--- config.mk ---
export PLATFORM = sky130hd
export DESIGN_NAME = oatm_odt_async
export DESIGN_NICKNAME = d
export VERILOG_FILES = /design/src/logic/oatm_pkg.sv /design/src/logic/oatm_odt_async.sv
export VERILOG_INCLUDE_DIRS = /design/src /design/src/logic
export SDC_FILE = /design/constraint.sdc
export NUM_CORES = 1
export LEC_CHECK = 0
export BUFFER_PORTS_ARGS = -buffer_cell sky130_fd_sc_hd__buf_2
export CELL_PAD_IN_SITES_DETAIL_PLACEMENT = 2
export CELL_PAD_IN_SITES_GLOBAL_PLACEMENT = 2
export CORE_ASPECT_RATIO = 1.4
export CORE_MARGIN = 8
export CORE_UTILIZATION = 40
export CTS_CLUSTER_SIZE = 24
export DETAILED_ROUTE_END_ITERATION = 7
export GPL_ROUTABILITY_DRIVEN = 0
export GPL_TIMING_DRIVEN = 0
export PLACE_DENSITY_LB_ADDON = 0.1
export RECOVER_POWER = 25
export SLEW_MARGIN = 40
export SYNTH_ARGS = -nofsm -noshare
export SYNTH_HDL_FRONTEND = slang
export SYNTH_SLANG_ARGS = --single-unit
--- constraint.sdc ---
create_clock -name ref_clk -period 6.5 [get_ports ref_clk]
set_input_delay 0.65 -clock ref_clk [delete_from_list [all_inputs] [get_ports ref_clk]]
set_output_delay 0.65 -clock ref_clk [all_outputs]
set_load 0.005 [all_outputs]
--- src/logic/oatm_params.svh ---
`ifndef OATM_PARAMS_SVH
`define OATM_PARAMS_SVH

// ----------------------------------------------------------------------------
// Register map
// ----------------------------------------------------------------------------
`define OATM_ADDR_W 4
`define OATM_CFG_OFS 4'h0
`define OATM_STAT_OFS 4'h4
`define OATM_CFG_RESET 32'h0000_0506

// ----------------------------------------------------------------------------
// Field positions
// ----------------------------------------------------------------------------
`define OATM_CFG_PD_BIT 0
`define OATM_CFG_NOM_BIT 1
`define OATM_CFG_WR_BIT 2
`define OATM_CFG_AL_LSB 4
`define OATM_CFG_CWL_LSB 8

// ----------------------------------------------------------------------------
// Timing
// ----------------------------------------------------------------------------
`define OATM_CLK_PERIOD_PS 50000
`define OATM_ASYNC_MIN_PS 2000
`define OATM_ASYNC_MAX_PS 8500
`define OATM_ASYNC_MIN_CYC ((`OATM_ASYNC_MIN_PS + `OATM_CLK_PERIOD_PS - 1) / `OATM_CLK_PERIOD_PS)
`define OATM_ASYNC_MAX_RAW (`OATM_ASYNC_MAX_PS / `OATM_CLK_PERIOD_PS)
`define OATM_ASYNC_MAX_CYC ((`OATM_ASYNC_MAX_RAW < 1) ? 1 : `OATM_ASYNC_MAX_RAW)
`define OATM_SYNC_LAT_OFS 2
`define OATM_ANPD_OFS 1
`define OATM_RELOCK_CYC 24
`define OATM_REFRESH_CYC 8
`define OATM_HIST_DEPTH 32

`endif

--- src/logic/oatm_pkg.sv ---
package oatm_pkg;

    typedef enum logic [1:0] {
        OATM_SYNC  = 2'b00,
        OATM_ASYNC = 2'b01,
        OATM_EXIT  = 2'b11
    } oatm_mode_t;

    typedef struct packed {
        logic [3:0] write_cas_latency;
        logic [3:0] additive_latency;
        logic write_termination;
        logic nominal_termination;
        logic loop_powerdown_control_bit;
    } oatm_cfg_t;

    typedef struct packed {
        logic relocking;
        logic term_on;
        logic powerdown_exit_window;
        logic powerdown_entry_window;
        logic async_mode;
    } oatm_status_t;

endpackage

--- src/logic/oatm_odt_async.sv ---
// Function
// - Use asynchronous termination in precharge power-down with loop off and termination enabled.
// - Use asynchronous termination while the delay-locked loop relocks after reset.
// - Asynchronous mode ignores additive latency; the input acts directly.
// - Asynchronous delays replace the clock-counted latencies and their tolerances.
// - Turn-on starts no sooner than 2 ns, complete by 8.5 ns after sampling; the logic turns on one 50 ns clock after the synchronised pin.
// - Turn-off starts no sooner than 2 ns, complete by 8.5 ns after sampling; the logic turns off one 50 ns clock after the synchronised pin.
// - Transition windows exist only when the loop-control mode bit is 0.
// - Entry window spans one transition interval before clock enable registered low.
// - Transition interval equals write latency minus one clock.
// - A running refresh stretches the entry window to one refresh cycle time.
// - Turn-on inside entry window lies between lesser minimum and greater maximum.
// - Turn-off inside entry window lies between lesser minimum and greater maximum.
// - After the entry window, respond with asynchronous timing only.
// - Exit window spans transition interval plus relock exit time around clock enable high.
// - Changes inside the exit window may use either timing.
// - After the exit window, respond with synchronous clock-counted timing.
// - Short clock-enable low pulse: either timing from entry start to exit end.
// - Short clock-enable high pulse: either timing from exit start to entry end.
// - Synchronous latencies equal write latency plus additive latency minus two clocks.
//
// The implementer's own choices: strobed register access and the address map.
`include "oatm_params.svh"

module oatm_odt_async
    import oatm_pkg::*;
#(
    parameter int unsigned RELOCK_CYC = `OATM_RELOCK_CYC,
    parameter int unsigned REFRESH_CYC = `OATM_REFRESH_CYC
) (
    input wire logic ref_clk,
    input wire logic rst_n,
    input wire logic ce,
    input wire logic odt_pin,
    input wire logic cke_pin,
    input wire logic refresh_cmd_pin,
    input wire logic loop_relocking,
    input wire logic [3:0] reg_addr,
    input wire logic [31:0] reg_wdata,
    input wire logic reg_wr,
    input wire logic reg_rd,
    output logic [31:0] reg_rdata,
    output logic term_on_ff
);

    // ------------------------------------------------------------------------
    // Pin synchronisers
    // ------------------------------------------------------------------------
    logic [2:0] sync1_ff;
    logic [2:0] sync2_ff;
    logic odt_s;
    logic cke_s;
    logic ref_s;

    // Clock enable resets to its idle high level; a low reset value would look like
    // power-down entry on the first edges after release.
    always_ff @(posedge ref_clk or negedge rst_n) begin
        if (!rst_n) begin
            sync1_ff <= 3'h2;
            sync2_ff <= 3'h2;
        end else if (ce) begin
            sync1_ff <= {refresh_cmd_pin, cke_pin, odt_pin};
            sync2_ff <= sync1_ff;
        end
    end

    assign odt_s = sync2_ff[0];
    assign cke_s = sync2_ff[1];
    assign ref_s = sync2_ff[2];

    // ------------------------------------------------------------------------
    // Configuration register
    // ------------------------------------------------------------------------
    oatm_cfg_t cfg_ff;
    logic term_en;
    logic [5:0] sync_lat;
    logic [5:0] anpd_cyc;
    // The reset word is unpacked by field position, the same layout that a write uses.
    localparam logic [31:0] CFG_RESET = `OATM_CFG_RESET;

    always_ff @(posedge ref_clk or negedge rst_n) begin
        if (!rst_n) begin
            cfg_ff.loop_powerdown_control_bit <= CFG_RESET[`OATM_CFG_PD_BIT];
            cfg_ff.nominal_termination <= CFG_RESET[`OATM_CFG_NOM_BIT];
            cfg_ff.write_termination <= CFG_RESET[`OATM_CFG_WR_BIT];
            cfg_ff.additive_latency <= CFG_RESET[`OATM_CFG_AL_LSB +: 4];
            cfg_ff.write_cas_latency <= CFG_RESET[`OATM_CFG_CWL_LSB +: 4];
        end else if (ce && reg_wr && reg_addr == `OATM_CFG_OFS) begin
            cfg_ff.loop_powerdown_control_bit <= reg_wdata[`OATM_CFG_PD_BIT];
            cfg_ff.nominal_termination <= reg_wdata[`OATM_CFG_NOM_BIT];
            cfg_ff.write_termination <= reg_wdata[`OATM_CFG_WR_BIT];
            cfg_ff.additive_latency <= reg_wdata[`OATM_CFG_AL_LSB +: 4];
            cfg_ff.write_cas_latency <= reg_wdata[`OATM_CFG_CWL_LSB +: 4];
        end
    end

    assign term_en = cfg_ff.nominal_termination | cfg_ff.write_termination;
    // Latency is only meaningful for write latency of three or more clocks.
    assign sync_lat = 6'({2'h0, cfg_ff.write_cas_latency} + {2'h0, cfg_ff.additive_latency}
                         - 6'(`OATM_SYNC_LAT_OFS));
    assign anpd_cyc = 6'(sync_lat + 6'(`OATM_ANPD_OFS));

    // ------------------------------------------------------------------------
    // Refresh in progress
    // ------------------------------------------------------------------------
    logic [15:0] ref_cnt_ff;

    always_ff @(posedge ref_clk or negedge rst_n) begin
        if (!rst_n) begin
            ref_cnt_ff <= 16'h0000;
        end else if (ce) begin
            if (ref_s) begin
                ref_cnt_ff <= 16'(REFRESH_CYC);
            end else if (ref_cnt_ff != 16'h0000) begin
                ref_cnt_ff <= ref_cnt_ff - 16'h0001;
            end
        end
    end

    // ------------------------------------------------------------------------
    // Mode sequencing
    // ------------------------------------------------------------------------
    // The entry window opens before clock enable falls, which the device cannot
    // foresee; inside it either timing is legal, so the device stays
    // synchronous until the window has closed.
    oatm_mode_t mode_ff;
    logic [15:0] exit_cnt_ff;
    logic use_async;

    always_ff @(posedge ref_clk or negedge rst_n) begin
        if (!rst_n) begin
            mode_ff <= OATM_SYNC;
            exit_cnt_ff <= 16'h0000;
        end else if (ce) begin
            unique case (mode_ff)
                OATM_SYNC: begin
                    // A refresh strobe seen on this very edge already counts as running.
                    if (!cke_s && !cfg_ff.loop_powerdown_control_bit && ref_cnt_ff == 16'h0000 && !ref_s) begin
                        mode_ff <= OATM_ASYNC;
                    end
                end
                OATM_ASYNC: begin
                    if (cke_s) begin
                        mode_ff <= OATM_EXIT;
                        exit_cnt_ff <= 16'(RELOCK_CYC);
                    end
                end
                OATM_EXIT: begin
                    if (!cke_s) begin
                        mode_ff <= OATM_ASYNC;
                    end else if (exit_cnt_ff <= 16'h0001) begin
                        mode_ff <= OATM_SYNC;
                        exit_cnt_ff <= 16'h0000;
                    end else begin
                        exit_cnt_ff <= exit_cnt_ff - 16'h0001;
                    end
                end
                default: begin
                    mode_ff <= OATM_SYNC;
                end
            endcase
        end
    end

    assign use_async = (mode_ff != OATM_SYNC) | loop_relocking;

    // ------------------------------------------------------------------------
    // Termination control
    // ------------------------------------------------------------------------
    // The history keeps shifting in every mode so that the synchronous path
    // sees valid samples the moment the exit window closes.
    logic [`OATM_HIST_DEPTH-1:0] hist_ff;
    logic sync_val;
    logic nxt_term;

    always_ff @(posedge ref_clk or negedge rst_n) begin
        if (!rst_n) begin
            hist_ff <= '0;
        end else if (ce) begin
            hist_ff <= {hist_ff[`OATM_HIST_DEPTH-2:0], odt_s};
        end
    end

    always_comb begin
        if (sync_lat <= 6'h01) begin
            sync_val = odt_s;
        end else begin
            sync_val = hist_ff[5'(sync_lat - 6'h02)];
        end
        if (!term_en) begin
            nxt_term = 1'b0;
        end else if (use_async) begin
            // One clock of 50 ns is the only whole-cycle delay in range.
            nxt_term = odt_s;
        end else begin
            nxt_term = sync_val;
        end
    end

    always_ff @(posedge ref_clk or negedge rst_n) begin
        if (!rst_n) begin
            term_on_ff <= 1'b0;
        end else if (ce) begin
            term_on_ff <= nxt_term;
        end
    end

    // ------------------------------------------------------------------------
    // Register read port
    // ------------------------------------------------------------------------
    oatm_status_t status;

    always_comb begin
        status.async_mode = use_async;
        status.powerdown_entry_window = (mode_ff == OATM_SYNC) && !cke_s
                                        && !cfg_ff.loop_powerdown_control_bit;
        status.powerdown_exit_window = (mode_ff == OATM_EXIT);
        status.term_on = term_on_ff;
        status.relocking = loop_relocking;
    end

    always_ff @(posedge ref_clk or negedge rst_n) begin
        if (!rst_n) begin
            reg_rdata <= 32'h0000_0000;
        end else if (ce) begin
            if (reg_rd && reg_addr == `OATM_CFG_OFS) begin
                reg_rdata <= {20'h0, cfg_ff.write_cas_latency, cfg_ff.additive_latency, 1'b0,
                              cfg_ff.write_termination, cfg_ff.nominal_termination,
                              cfg_ff.loop_powerdown_control_bit};
            end else if (reg_rd && reg_addr == `OATM_STAT_OFS) begin
                reg_rdata <= {27'h0, status};
            end else begin
                reg_rdata <= 32'h0000_0000;
            end
        end
    end

    // ------------------------------------------------------------------------
    // Assertions
    // ------------------------------------------------------------------------
    // Delays are checked at the one-clock granularity that the logic uses; the finer
    // analog bounds cannot be resolved on this clock.
    property p_term_disabled;
        @(posedge ref_clk) disable iff (!rst_n)
        (ce && !term_en) |=> !term_on_ff;
    endproperty
    a_term_disabled: assert property (p_term_disabled) else $error("termination on while disabled");

    property p_relock_async;
        @(posedge ref_clk) disable iff (!rst_n)
        (ce && loop_relocking && term_en) |=> term_on_ff == $past(odt_s);
    endproperty
    a_relock_async: assert property (p_relock_async) else $error("relock not asynchronous");

    property p_async_on;
        @(posedge ref_clk) disable iff (!rst_n)
        (ce && use_async && term_en && odt_s) |=> term_on_ff;
    endproperty
    a_async_on: assert property (p_async_on) else $error("async turn-on missed one clock");

    property p_async_off;
        @(posedge ref_clk) disable iff (!rst_n)
        (ce && use_async && !odt_s) |=> !term_on_ff;
    endproperty
    a_async_off: assert property (p_async_off) else $error("async turn-off missed one clock");

    property p_dll_on_stays_sync;
        @(posedge ref_clk) disable iff (!rst_n)
        (mode_ff == OATM_SYNC && cfg_ff.loop_powerdown_control_bit) |=> mode_ff == OATM_SYNC;
    endproperty
    a_dll_on_stays_sync: assert property (p_dll_on_stays_sync) else $error("window with loop kept on");

    property p_entry_close;
        @(posedge ref_clk) disable iff (!rst_n)
        (ce && mode_ff == OATM_SYNC && !cke_s && !cfg_ff.loop_powerdown_control_bit
         && ref_cnt_ff == 16'h0000 && !ref_s) |=> mode_ff == OATM_ASYNC;
    endproperty
    a_entry_close: assert property (p_entry_close) else $error("entry did not go asynchronous");

    property p_refresh_hold;
        @(posedge ref_clk) disable iff (!rst_n)
        (mode_ff == OATM_SYNC && ref_cnt_ff != 16'h0000) |=> mode_ff == OATM_SYNC;
    endproperty
    a_refresh_hold: assert property (p_refresh_hold) else $error("entry closed during refresh");

    property p_exit_load;
        @(posedge ref_clk) disable iff (!rst_n)
        (ce && mode_ff == OATM_ASYNC && cke_s) |=> (mode_ff == OATM_EXIT && exit_cnt_ff == 16'(RELOCK_CYC));
    endproperty
    a_exit_load: assert property (p_exit_load) else $error("exit window not started");

    property p_exit_done;
        @(posedge ref_clk) disable iff (!rst_n)
        (ce && mode_ff == OATM_EXIT && cke_s && exit_cnt_ff == 16'h0001) |=> mode_ff == OATM_SYNC;
    endproperty
    a_exit_done: assert property (p_exit_done) else $error("exit window did not close");

    // The transition interval is one clock longer than the synchronous latency.
    property p_anpd_value;
        @(posedge ref_clk) disable iff (!rst_n)
        anpd_cyc == 6'({2'h0, cfg_ff.write_cas_latency} + {2'h0, cfg_ff.additive_latency} - 6'h01);
    endproperty
    a_anpd_value: assert property (p_anpd_value) else $error("interval not latency plus one");

    property p_async_follow;
        @(posedge ref_clk) disable iff (!rst_n)
        (ce && mode_ff != OATM_SYNC && term_en) |=> term_on_ff == $past(odt_s);
    endproperty
    a_async_follow: assert property (p_async_follow) else $error("power-down output not direct");

    property p_exit_count;
        @(posedge ref_clk) disable iff (!rst_n)
        (ce && mode_ff == OATM_EXIT && cke_s && exit_cnt_ff > 16'h0001)
        |=> (mode_ff == OATM_EXIT && exit_cnt_ff == $past(exit_cnt_ff) - 16'h0001);
    endproperty
    a_exit_count: assert property (p_exit_count) else $error("exit window miscounted");

    property p_exit_whole;
        @(posedge ref_clk) disable iff (!rst_n)
        (mode_ff == OATM_EXIT && exit_cnt_ff > 16'h0001) |=> mode_ff != OATM_SYNC;
    endproperty
    a_exit_whole: assert property (p_exit_whole) else $error("exit window cut short");

    property p_short_high;
        @(posedge ref_clk) disable iff (!rst_n)
        (ce && mode_ff == OATM_EXIT && !cke_s) |=> mode_ff == OATM_ASYNC;
    endproperty
    a_short_high: assert property (p_short_high) else $error("short high pulse not re-entered");

    property p_sync_hold;
        @(posedge ref_clk) disable iff (!rst_n)
        (ce && mode_ff == OATM_SYNC && cke_s) |=> mode_ff == OATM_SYNC;
    endproperty
    a_sync_hold: assert property (p_sync_hold) else $error("entry without clock enable low");

    property p_async_hold;
        @(posedge ref_clk) disable iff (!rst_n)
        (ce && mode_ff == OATM_ASYNC && !cke_s) |=> mode_ff == OATM_ASYNC;
    endproperty
    a_async_hold: assert property (p_async_hold) else $error("left power-down while clock enable low");

    property p_no_exit_from_sync;
        @(posedge ref_clk) disable iff (!rst_n)
        (mode_ff == OATM_SYNC) |=> mode_ff != OATM_EXIT;
    endproperty
    a_no_exit_from_sync: assert property (p_no_exit_from_sync) else $error("exit window without power-down");

    property p_refresh_load;
        @(posedge ref_clk) disable iff (!rst_n)
        (ce && ref_s) |=> ref_cnt_ff == 16'(REFRESH_CYC);
    endproperty
    a_refresh_load: assert property (p_refresh_load) else $error("refresh time not loaded");

    property p_refresh_count;
        @(posedge ref_clk) disable iff (!rst_n)
        (ce && !ref_s && ref_cnt_ff != 16'h0000) |=> ref_cnt_ff == $past(ref_cnt_ff) - 16'h0001;
    endproperty
    a_refresh_count: assert property (p_refresh_count) else $error("refresh time miscounted");

    // A low clock enable stands for a stopped clock, so no counter and no output may move.
    property p_freeze;
        @(posedge ref_clk) disable iff (!rst_n)
        !ce |=> ($stable(term_on_ff) && $stable(mode_ff) && $stable(exit_cnt_ff)
                 && $stable(ref_cnt_ff) && $stable(reg_rdata));
    endproperty
    a_freeze: assert property (p_freeze) else $error("state moved while frozen");

    c_entry: cover property (@(posedge ref_clk) disable iff (!rst_n)
        mode_ff == OATM_SYNC ##1 mode_ff == OATM_ASYNC);
    c_exit: cover property (@(posedge ref_clk) disable iff (!rst_n)
        mode_ff == OATM_EXIT ##1 mode_ff == OATM_SYNC);
    c_short_high: cover property (@(posedge ref_clk) disable iff (!rst_n)
        mode_ff == OATM_EXIT ##1 mode_ff == OATM_ASYNC);
    c_refresh_hold: cover property (@(posedge ref_clk) disable iff (!rst_n)
        mode_ff == OATM_SYNC && ref_cnt_ff != 16'h0000 && !cke_s);
    c_relock_on: cover property (@(posedge ref_clk) disable iff (!rst_n)
        loop_relocking && term_on_ff);

endmodule

After elaboration in Yosys (flattened, before gate mapping)
Cells that the tools add are included.
- bits in writable memories: 0
- bits in latches: 0
- memories kept: 0
- register bits: 116
- ROM bits: 0
- output and inout bits: 33
- reductions and logical operators: 22
- add/subtract/negate cells: 5
- divide/modulo/power cells: 0
- equal/unequal tests: 7
- $lt $le $gt $ge: 3
- muxes and demuxes: 18
- bitwise logic cells: 2
- shift operators: 0
- $mul: 0
- operators with widths (operator ; count):
    $mux W16 ; 5
    $pmux W16 S2 ; 1
    $sub A16 B1 Y16 const B ; 2
    $le A16 B1 Y1 const B ; 1
    $logic_not A16 Y1 ; 1
    $reduce_bool A16 Y1 ; 1
    $mux W12 ; 1
    $logic_and A1 B1 Y1 ; 9
    $mux W2 ; 4
    $reduce_and A4 Y1 ; 2
    $le A6 B1 Y1 const B ; 1
    $lt A5 B6 Y1 const B ; 1
    $ne A2 B2 Y1 const B ; 3
    $pmux W2 S3 ; 1
    $reduce_bool A2 Y1 ; 3
    $sub A5 B2 Y6 const B ; 1
    $add A4 B4 Y5 ; 1
    $bmux W1 S5 ; 1
    $mux W5 ; 1
    $sub A5 B2 Y5 const B ; 1
    $eq A4 B3 Y1 const B ; 1
    $logic_not A4 Y1 ; 1
    $mux W1 ; 4
    $logic_not A1 Y1 ; 3
    other kinds (6) ; 7

Logic depth before layout (Yosys ltp)
Gate-level depths: netlist of the first run.
- depth in word-level cells: 8
- mapped depth: 12
- depth with buffers taken out: 12

Least setup slack after synthesis of the first run
OpenSTA, ideal clock, no wires.
- path kind: register to register
- start: reg cfg_ff[9] in the netlist's numbering
- end: reg term_on_ff
- data arrival time: 2.826 ns
- data required time: 6.380 ns
- slack: 3.554 ns
- stages on the path, launching flop included: 12
- path through: dfstp_2 > inv_1 > ha_1 > inv_1 > fa_1 > inv_1 > ha_1 > xnor3_1 > mux2i_1 > mux2i_1 > or4_1 > o211a_1
- longest elaborated chain between the ends: 8
- RTL lines (what ; RTL line ; text):
    start: declaration ; oatm_odt_async.sv:74 ; oatm_cfg_t cfg_ff;
    $add A4 B4 Y5 (*) ; oatm_odt_async.sv:99 ; assign sync_lat = 6'({2'h0, cfg_ff.write_cas_latency} + {2'h0, cfg_ff.additive_latency}
    $sub A5 B2 Y6 (*) ; oatm_odt_async.sv:99 ;
    $sub A5 B2 Y5 ; oatm_odt_async.sv:188 ; sync_val = hist_ff[5'(sync_lat - 6'h02)];
    $bmux W1 S5 ; oatm_odt_async.sv:188 ;
    $mux W1 (not written as such) ; oatm_odt_async.sv:188 ;
    $mux W1 (*) ; oatm_odt_async.sv:185 ; if (sync_lat <= 6'h01) begin
    $mux W1 (*) ; oatm_odt_async.sv:192 ; end else if (use_async) begin
    $mux W1 (*) ; oatm_odt_async.sv:190 ; if (!term_en) begin
    end signal: assignment ; oatm_odt_async.sv:204 ; term_on_ff <= nxt_term;
    end: declaration ; oatm_odt_async.sv:43 ; output logic term_on_ff
Mark *: on every way between the ends. The rest lies on a longest branch, timed or not. The select of a mux whose other input is x is not followed.
A chain may end at the register's enable or synchronous reset.

Worst setup path after layout of the first run
- start: reg cfg_ff[8] in the netlist's numbering
- end: reg term_on_ff
Same word-level chain as after synthesis.

==> impl_metrics.toml, run 1 <==
[outcome]
status = "finished, violations left"
failed_checks = "max-capacitance violations, max-slew violations"

[worst_setup_path]
reg2reg_depth = 12
critPathRequiredTime_ns = 6.73
crit_start = "cfg_ff[8]"
r2r_start = "cfg_ff[8]"
path_cells = "inv_1, ha_1, inv_1, ha_1, buf_1, inv_1, ha_1, xnor3_1, mux2i_1, mux2i_1, or4_1, o211a_1"
r2r_end = "term_on_ff"
regToRegSetupSlack_ns = 3.10
max_stage_delay_ns = 0.51
critical_path_class = "register to register"
critPathCaptureType = "register"
crit_slowest_cell = "buf_1"
crit_arrival_ns = 3.63
cp-endpoint = "term_on_ff"
crit_path_max_fanout = 10
cp-start-kind = "register"

[synth]
synth_ff_type = "dfrtp_1"
synth_adder_area_share_pct = 3.26
yosys.area_share.simple_pct = 11.2
yosysSeqAreaShare_pct = 49.9
synth_cell_types = 52
synth-async-reset-ratio_pct = 100
syn_inst = 413
synth_top_family_by_area = "multiplexers"
synthMuxAreaShare_pct = 16.8
synth-seq-cells = 96
synth.cell_area_um2 = 4830
synth_compound_gate_area_share_pct = 9.22
yosysWarnings = 0
syn_area_per_cell_um2 = 11.7
synth_edf_count = 0
synth_xor_area_share_pct = 3.55

[layout]
diodes = 0
drive_gt1_share_pct = 29.8
layout_commonest_cell = "dfrtp_1"
finalInstanceArea_um2 = 5610
nNetsFinal = 536
layout_common_cells = "dfrtp_1, mux2_2, buf_2"
fill_cells = 1205
area_delta_synth_final_pct = 16.1

[route]
antenna_left = 0
post_drt_wl_per_cell_um = 18.9
viasPerCell = 5.38
wl_met2_mm = 7.02
wirelength_mm = 11.9
drt_pass1_iterations = 4
wl_met1_mm = 4.53
dr_wl_met3_um = 255
initialDrtViolationCount = 52
highest_layer = "met4"
drc_errors = 0
vias = 3392

[cts]
cts.sinks = 96
hold_buffers = 0
cts.path.max_buffers = 2
clock_latency_ns = 0.34
cts_root_buf = "clkbuf_16"
ctsResizeCount = 0
cts.htree.levels = 3
cts_buffers = 9
cts_setup_buffers = 0
cts_tree = "built"
path_clk_slew_ns = 0.07

[sta]
fin_crit_ns = 3.40
finalCritPeriodShare_pct = 52.3
relSlewSlack_pct = -73.2
tns_ns = 0
finalHoldViolations = 0
hold_ws_ns = 0.493
fin_worst_skew_ns = 0.00894
rsz0062_at_grt = "no"
finalSetupViolCount = 0
final_max_slew_viol_count = 47
tightest_slew_ns = 2.60
fmax_ghz = 0.294

[die]
core-area_um2 = 11800
die_h_um = 146
top_level_ports = 78
die_w_um = 109
die_area_um2 = 15900
row_count = 47
start_util_pct = 40.9

[grt]
antenna_found_initial = 0
grt-ovfl-total = 0
grt_max_degree = 51
grt_pass1_vias = 3947
grt_pass1_wl_mm = 20.3
grt_usage_pct = 16.2

[power]
irDropWorstVdd_uv = 177
power.leakage_nw = 2.61
powerDensity_nw_per_um2 = 423

[placement]
dpl_cell_area_um2 = 5310
io_buffers = 35
dp.final_hpwl_mm = 8.88

[min_path]
min-delay-start = "reg_rdata[0]"
worstHoldPathCells = 1
worstHoldPathType = "register to register"

[job]
maxCapViolations = 1
==> power breakdown <==
part	leakage [nW]	switching (W)	internal (W)	total (W)
sequential	1.24	0.000170	0.000781	0.000951
combinational	1.23	0.000429	0.000443	0.000872
clock	0.148	0.000232	0.000318	0.000550
==> cells in the mapped netlist (all sizes together) (2+ instances only) <==
master   count  area (µm²)
a21oi       11        55.1
a22o         8        70.1
a31oi        2        12.5
buf         25         170
clkbuf      10        37.5
dfrtp       90        2250
dfstp        6         158
ha          11         138
inv         21        78.8
mux2        50         563
mux2i        7        70.1
mux4         8         180
nand2       13        48.8
nand2b       3        18.8
nand3        4        20.0
nand4        4        25.0
nor2        29         109
nor2b        2        12.5
nor3        11        55.1
nor3b        2        15.0
nor4         8        50.1
o211a        2        20.0
o211ai       2        15.0
o21a         3        22.5
o21ai       14        70.1
o2bb2ai      8        70.1
o31ai        7        52.6
or2          3        21.3
or3          7        48.8
or4         11        86.3
xnor2       11        96.3
xor2         6        52.6
==> cell families (layout without fill, tap and decap cells) <==
kind of cell	Yosys count	in the layout
AND/OR/NAND/NOR	101	101
flip-flops	96	96
multiplexers	65	65
AO/OA/AOI/OAI	63	63
buffers and inverters	57	109
XOR/XNOR	18	18
adder cells (fa/ha/maj)	12	12
other	1	20
==> flip-flops by register name, indices dropped and copies added (netlist names) <==
name and flops:
reg_rdata 12, sync1_ff 3, term_on_ff 1, mode_ff 2, hist_ff 32, sync2_ff 3, cfg_ff 11, ref_cnt_ff 16
exit_cnt_ff 16
==> area by class of cell <==
type	count	area, µm²	area share [%]
Buffer	35	208	3.70
Multi-Input combinational cell	279	2220	39.5
Tap cell	147	184	3.28
Timing Repair Buffer	36	201	3.59
Clock buffer	11	253	4.50
Sequential cell	96	2410	43.0
Inverter	22	82.6	1.47
Clock inverter	5	55.1	0.981
==> worst min-delay path by stage <==
stage                     slack (ns)        endpoint
final                           0.49    reg_rdata[0]
after global routing            0.53   reg_rdata[10]
after CTS                       0.20  ref_cnt_ff[13]
after detailed placement        0.48    reg_rdata[0]
after global placement          0.47    reg_rdata[0]
after floorplan                 0.35       cfg_ff[0]
==> metal layers <==
layer / vias up / track usage [%]
li1: 1582 / -
met1: 1775 / 17.3
met2: 26 / 30.8
met3: 9 / 2.86
met4: 0 / 4.67
met5: - / 0
==> metrics by stage <==
stage | setup slack, ns | std cells | total power (W) | util [%]
floorplan | 3.55 | 432 | 0.00158 | -
global placement | 3.14 | 614 | 0.00177 | 44.5
detailed placement | 3.08 | 615 | 0.00184 | 45.0
CTS | 3.04 | 631 | 0.00241 | 47.6
global route | 2.87 | 631 | 0.00254 | 47.5
finish | 3.10 | 631 | 0.00237 | 47.5
==> critical path, delay by kind of cell, from the launching register on <==
family          cells  cell delay (ns)
buf+inv             4             0.71
flops               1             0.38
xor+xnor            1             0.36
compound gates      1             0.13
fa+ha+maj           3             0.87
mux                 2             0.34
simple gates        1             0.47
Note: power is estimated with default switching activity, not from simulation.
==> run 2, diff against run 1 <==
--- a/config.mk
+++ b/config.mk
@@ -6,12 +6,13 @@
 export SDC_FILE = /design/constraint.sdc
 export NUM_CORES = 1
 export LEC_CHECK = 0
+export ABC_AREA = 1
 export BUFFER_PORTS_ARGS = -buffer_cell sky130_fd_sc_hd__buf_2
 export CELL_PAD_IN_SITES_DETAIL_PLACEMENT = 2
 export CELL_PAD_IN_SITES_GLOBAL_PLACEMENT = 2
 export CORE_ASPECT_RATIO = 1.4
 export CORE_MARGIN = 8
-export CORE_UTILIZATION = 40
+export CORE_UTILIZATION = 33
 export CTS_CLUSTER_SIZE = 24
 export DETAILED_ROUTE_END_ITERATION = 7
 export GPL_ROUTABILITY_DRIVEN = 0
==> constraint.sdc (replaced) <==
create_clock -name ref_clk -period 3.45 [get_ports ref_clk]
set_input_delay 0.345 -clock ref_clk [delete_from_list [all_inputs] [get_ports ref_clk]]
set_output_delay 0.345 -clock ref_clk [all_outputs]
set_load 0.005 [all_outputs]
==> impl_metrics.toml, run 2 <==
[outcome]
status = "finished, violations left"
failed_checks = "max-capacitance violations, max-slew violations"

[worst_setup_path]
path_common_cell = "nand2_1"
crit_start = "cfg_ff[9]"
path_cells = "inv_1, ha_1, inv_1, fa_1, inv_1, ha_1, inv_1, nand3_1, nand3_1, nand2_1, nand2_1, nand2_1, nand2_1, nand2_1, nand2_1"
regToRegSetupSlack_ns = 0.72
critPathRequiredTime_ns = 3.70
crit_arrival_ns = 2.98
r2r_start = "cfg_ff[9]"
critPathCaptureType = "register"
crit_slowest_cell = "fa_1"
cp-start-kind = "register"
crit_path_max_fanout = 5
max_stage_delay_ns = 0.55
critical_path_class = "register to register"

[cts]
cts_root_buf = "clkbuf_16"
ctsResizeCount = 0
cts.sinks = 96
cts_tree = "built"
path_clk_slew_ns = 0.07
hold_buffers = 1
cts_buffers = 9
cts.htree.levels = 3
clock_latency_ns = 0.35
cts_setup_buffers = 0
cts.path.max_buffers = 2

[placement]
io_buffers = 35
place_ws_ns = 0.698
dp.final_hpwl_mm = 11.5

[route]
dr_wl_met3_um = 239
highest_layer = "met4"
post_drt_wl_per_cell_um = 16.3
vias = 4546
viasPerCell = 4.86
wl_met2_mm = 8.81
wl_met1_mm = 5.92
drc_errors = 0
wirelength_mm = 15.2
drt_pass1_iterations = 4
initialDrtViolationCount = 132
antenna_left = 0

[synth]
syn_area_per_cell_um2 = 7.83
synth_cell_types = 45
synth_xor_area_share_pct = 1.68
ys_top_cells_by_area = "dfrtp_1, nand2_1, inv_1"
ys_top_cells_by_count = "nand2_1, dfrtp_1, inv_1, o21ai_0, nor2_1"
synth_edf_count = 0
synth-async-reset-ratio_pct = 100
synth_adder_area_share_pct = 3.02
synth.top_cell.area_share_pct = 43.1
yosys.area_share.simple_pct = 26.6
syn_inst = 667
synth.cell_area_um2 = 5220
yosysMostFrequentCell = "nand2_1"
synthMuxAreaShare_pct = 0.862
synth_ff_type = "dfrtp_1"
yosysSeqAreaShare_pct = 46.1
yosysWarnings = 0
synth_top_family_by_area = "simple AND/OR/NAND/NOR gates"
synth_top_area_cell = "dfrtp_1"
synth_compound_gate_area_share_pct = 10.4
synth-seq-cells = 96

[power]
powerDensity_nw_per_um2 = 702
power.leakage_nw = 3.06
irDropWorstVdd_uv = 239

[grt]
grt-ovfl-total = 0
grt_usage_pct = 16.1
grt_pass1_wl_mm = 25.7
antenna_found_initial = 0
grt_max_degree = 64
grt_pass1_vias = 5169

[layout]
top_regs = "hist_ff: 32 flops, exit_cnt_ff: 16 flops, ref_cnt_ff: 16 flops"
drive_gt1_share_pct = 15.3
nNetsFinal = 791
regArea_um2 = 2410
regMostFlops = "hist_ff"
largest_reg_flops = 32
area_delta_synth_final_pct = 15.5
post-route-util_pct = 38.8
fill_cells = 1826
layout_commonest_cell = "nand2_1"
diodes = 0
multiInputGateArea_um2 = 2290
layout_common_cells = "nand2_1, dfrtp_1, inv_1"

[die]
core-area_um2 = 15500
die_h_um = 165
row_count = 54
die_area_um2 = 20200
start_util_pct = 33.6
die_w_um = 122
top_level_ports = 78

[sta]
fin_worst_skew_ns = 0.00783
finalCritPeriodShare_pct = 79.2
tightest_slew_ns = 2.01
fin_crit_ns = 2.73
tns_ns = 0
final.setup.worst_slack_ns = 0.719
relSlewSlack_pct = -34.3
finalHoldViolations = 0
finalSetupViolCount = 0
rsz0062_at_grt = "no"
final_max_slew_viol_count = 34
fmax_ghz = 0.366

[min_path]
min-delay-start = "refresh_cmd_pin"
worstHoldPathType = "input port to register"

[job]
maxCapViolations = 1
run 2: cell families (layout without fill, tap and decap cells):
logic type,after synthesis,after routing
buf+inv,128,181
flops,96,96
simple gates,317,317
xor+xnor,10,10
compound gates,99,99
fa+ha+maj,12,12
mux,4,4
other cells,1,20
run 2: worst paths after layout:
path,end,cells past startpoint
max,term_on_ff,15
min,sync1_ff[2],3
max reg2reg,term_on_ff,15
min reg2reg,sync1_ff[1],2
max in group asynchronous,cfg_ff[7],3
min in group asynchronous,ref_cnt_ff[11],2
run 2: per-layer routing:
layer  vias to the layer above  track usage, %
li1                       2201               -
met5                         -               0
met3                        14            2.60
met2                        33            31.4
met1                      2298            16.8
met4                         0            5.23
run 2: final cells by class:
cell class | instances | share of cell area, %
Clock buffer | 9 | 3.73
Tap cell | 196 | 4.06
Multi-Input combinational cell | 462 | 37.9
Timing Repair Buffer | 37 | 3.50
Clock inverter | 7 | 1.20
Sequential cell | 96 | 39.9
Buffer | 36 | 3.82
Inverter | 92 | 5.81
run 2: power breakdown:
part           internal, W  total (W)  switching, W
clock             0.000563    0.00103      0.000464
sequential         0.00136    0.00156      0.000201
combinational     0.000570    0.00165       0.00108
total              0.00250    0.00424       0.00174
run 2: worst max-delay path, delay by kind of cell, from the launching register on:
kind / cells / cell delay, ns
and+or+nand+nor: 8 / 0.53
buffers and inverters: 4 / 0.34
adders and majority gates: 3 / 1.22
DFF: 1 / 0.53
run 2: metrics by stage:
| step | hold WS [ns] | instance area (µm²) | std cells | total power (W) |
|---|---|---|---|---|
| 6_report | 0.200 | 6030 | 935 | 0.00424 |
| 3_3_place_gp | 0.457 | 5720 | 917 | 0.00316 |
| 2_1_floorplan | 0.0494 | 5300 | 686 | 0.00274 |
| 3_5_place_dp | 0.233 | 5750 | 918 | 0.00326 |
| 5_1_grt | 0.206 | 6030 | 935 | 0.00462 |
| 4_1_cts | 0.190 | 6060 | 935 | 0.00434 |
==> run 3, diff against run 2 <==
--- a/config.mk
+++ b/config.mk
@@ -12,7 +12,7 @@
 export CELL_PAD_IN_SITES_GLOBAL_PLACEMENT = 2
 export CORE_ASPECT_RATIO = 1.4
 export CORE_MARGIN = 8
-export CORE_UTILIZATION = 33
+export CORE_UTILIZATION = 30
 export CTS_CLUSTER_SIZE = 24
 export DETAILED_ROUTE_END_ITERATION = 7
 export GPL_ROUTABILITY_DRIVEN = 0
==> constraint.sdc (replaced) <==
create_clock -name ref_clk -period 2.5 [get_ports ref_clk]
set_input_delay 0.25 -clock ref_clk [delete_from_list [all_inputs] [get_ports ref_clk]]
set_output_delay 0.25 -clock ref_clk [all_outputs]
set_load 0.005 [all_outputs]
==> impl_metrics.toml, run 3 (synthesis gave the netlist of run 2 again) <==
[worst_setup_path]
critical_path_class = "register to register"
crit_arrival_ns = 2.72
r2r_start = "cfg_ff[9]"
critPathCaptureType = "register"
crit_path_max_fanout = 5
crit_start = "cfg_ff[9]"
cp-start-kind = "register"
critPathRequiredTime_ns = 2.75

[route]
drc_errors = 0
vias = 4566
drt_pass1_iterations = 4
viasPerCell = 4.66
initialDrtViolationCount = 96
post_drt_wl_per_cell_um = 15.8
antenna_left = 0
wirelength_mm = 15.5

[placement]
dp.final_hpwl_mm = 11.7
dpl_cell_area_um2 = 5800
place_ws_ns = -0.285
io_buffers = 35

[grt]
grt-busiest-layer = "met2"
grt_pass1_vias = 5396
grtUsageMet2_pct = 30.0
antenna_found_initial = 0
grt-ovfl-total = 0
grtUsageMet3_pct = 2.16
grt_max_degree = 67
grt.met1_usage_pct = 15.8
grt_usage_pct = 15.2
grt_pass1_wl_mm = 26.4

[die]
die_h_um = 172
start_util_pct = 30.4
die_area_um2 = 22000
row_count = 57
die_w_um = 128
top_level_ports = 78
core-area_um2 = 17200

[cts]
cts.htree.levels = 3
clock_latency_ns = 0.35
path_clk_slew_ns = 0.08
cts_buffers = 9
cts.path.max_buffers = 2
cts_root_buf = "clkbuf_16"
cts_tree = "built"
cts.sinks = 96

[layout]
fill_cells = 2002
top_regs = "hist_ff: 32 flops, exit_cnt_ff: 16 flops, ref_cnt_ff: 16 flops"
layout_commonest_cell = "nand2_1"
largest_reg_flops = 32
finalInstanceArea_um2 = 6230
diodes = 0
nNetsFinal = 796
regMostFlops = "hist_ff"
layout_common_cells = "nand2_1, dfrtp_1, inv_1"
drive_gt1_share_pct = 18.7
area_delta_synth_final_pct = 19.3
regArea_um2 = 2410
multiInputGateArea_um2 = 2390

[job]
maxCapViolations = 1

[power]
irDropWorstVdd_uv = 308
powerDensity_nw_per_um2 = 993
power.leakage_nw = 3.08

[sta]
fmax_ghz = 0.404
final.setup.worst_slack_ns = 0.0250
finalSetupViolCount = 0
relSlewSlack_pct = -26.2
finalHoldViolations = 0
fin_worst_skew_ns = 0.00767
rsz0062_at_grt = "yes"
finalCritPeriodShare_pct = 99.0
tightest_slew_ns = 1.89
fin_crit_ns = 2.48
final_max_slew_viol_count = 31
tns_ns = 0

[min_path]
worstHoldPathType = "input port to register"
min-delay-start = "refresh_cmd_pin"

[outcome]
failed_checks = "max-capacitance violations, max-slew violations"
status = "finished, violations left"
## run 3: final timing paths
check	to	slack, ns	depth (start not counted)
max	term_on_ff	0.02	15
min	sync1_ff[2]	0.1	3
max reg2reg	term_on_ff	0.02	15
min reg2reg	sync1_ff[1]	0.48	2
max in group asynchronous	cfg_ff[7]	0.39	3
min in group asynchronous	ref_cnt_ff[11]	0.96	2
## run 3: repair_timing
item                       in CTS  in global routing
hold endpoints to repair       30                  0
gates resized for setup        22                  4
buffers inserted                2                  3
gates cloned                    0                  0
hold buffers                    1                  0
setup endpoints to repair       1                  1
pin swaps                      13                  9
## run 3: critical path: stages (launching register included)
cell and delay [ns]:
dfstp_2 0.53, inv_2 0.05, ha_4 0.27, inv_4 0.03, fa_1 0.55, inv_2 0.06, ha_4 0.31, inv_4 0.06
nand3_2 0.06, nand3_2 0.06, nand2_1 0.07, nand2_1 0.07, nand2_2 0.08, nand2_1 0.05, nand2_1 0.06, nand2_1 0.06
## run 3: cell type report
cell class              count  area share (%)
plain buffers              36            3.63
repair buffers             42            4.00
clock inverters             7            1.27
well taps                 236            4.74
flip-flops and latches     96            38.7
inverters                  92            5.70
clock buffers               9            3.61
multi-input cells         462            38.4
## run 3: power by group
group          leakage [nW]  switching [W]  internal, W
Clock                 0.139       0.000666     0.000786
Sequential             1.23       0.000278      0.00188
Combinational          1.71        0.00163     0.000946
## run 3: metal layers
layer	part of all wire, %	vias to the layer above
li1	-	2211
met1	40	2305
met2	57	35
met3	1.7	15
met4	1.5	0
met5	0	-
## run 3: per-stage QoR
stage / hold slack, ns / total power (W) / util [%] / cells
2_1_floorplan: -0.0456 / 0.00378 / - / 686
3_3_place_gp: 0.453 / 0.00439 / 33.5 / 957
3_5_place_dp: 0.134 / 0.00452 / 33.8 / 958
4_1_cts: 0.0806 / 0.00627 / 36.2 / 977
5_1_grt: 0.0952 / 0.00673 / 36.3 / 980
6_report: 0.0967 / 0.00619 / 36.3 / 980
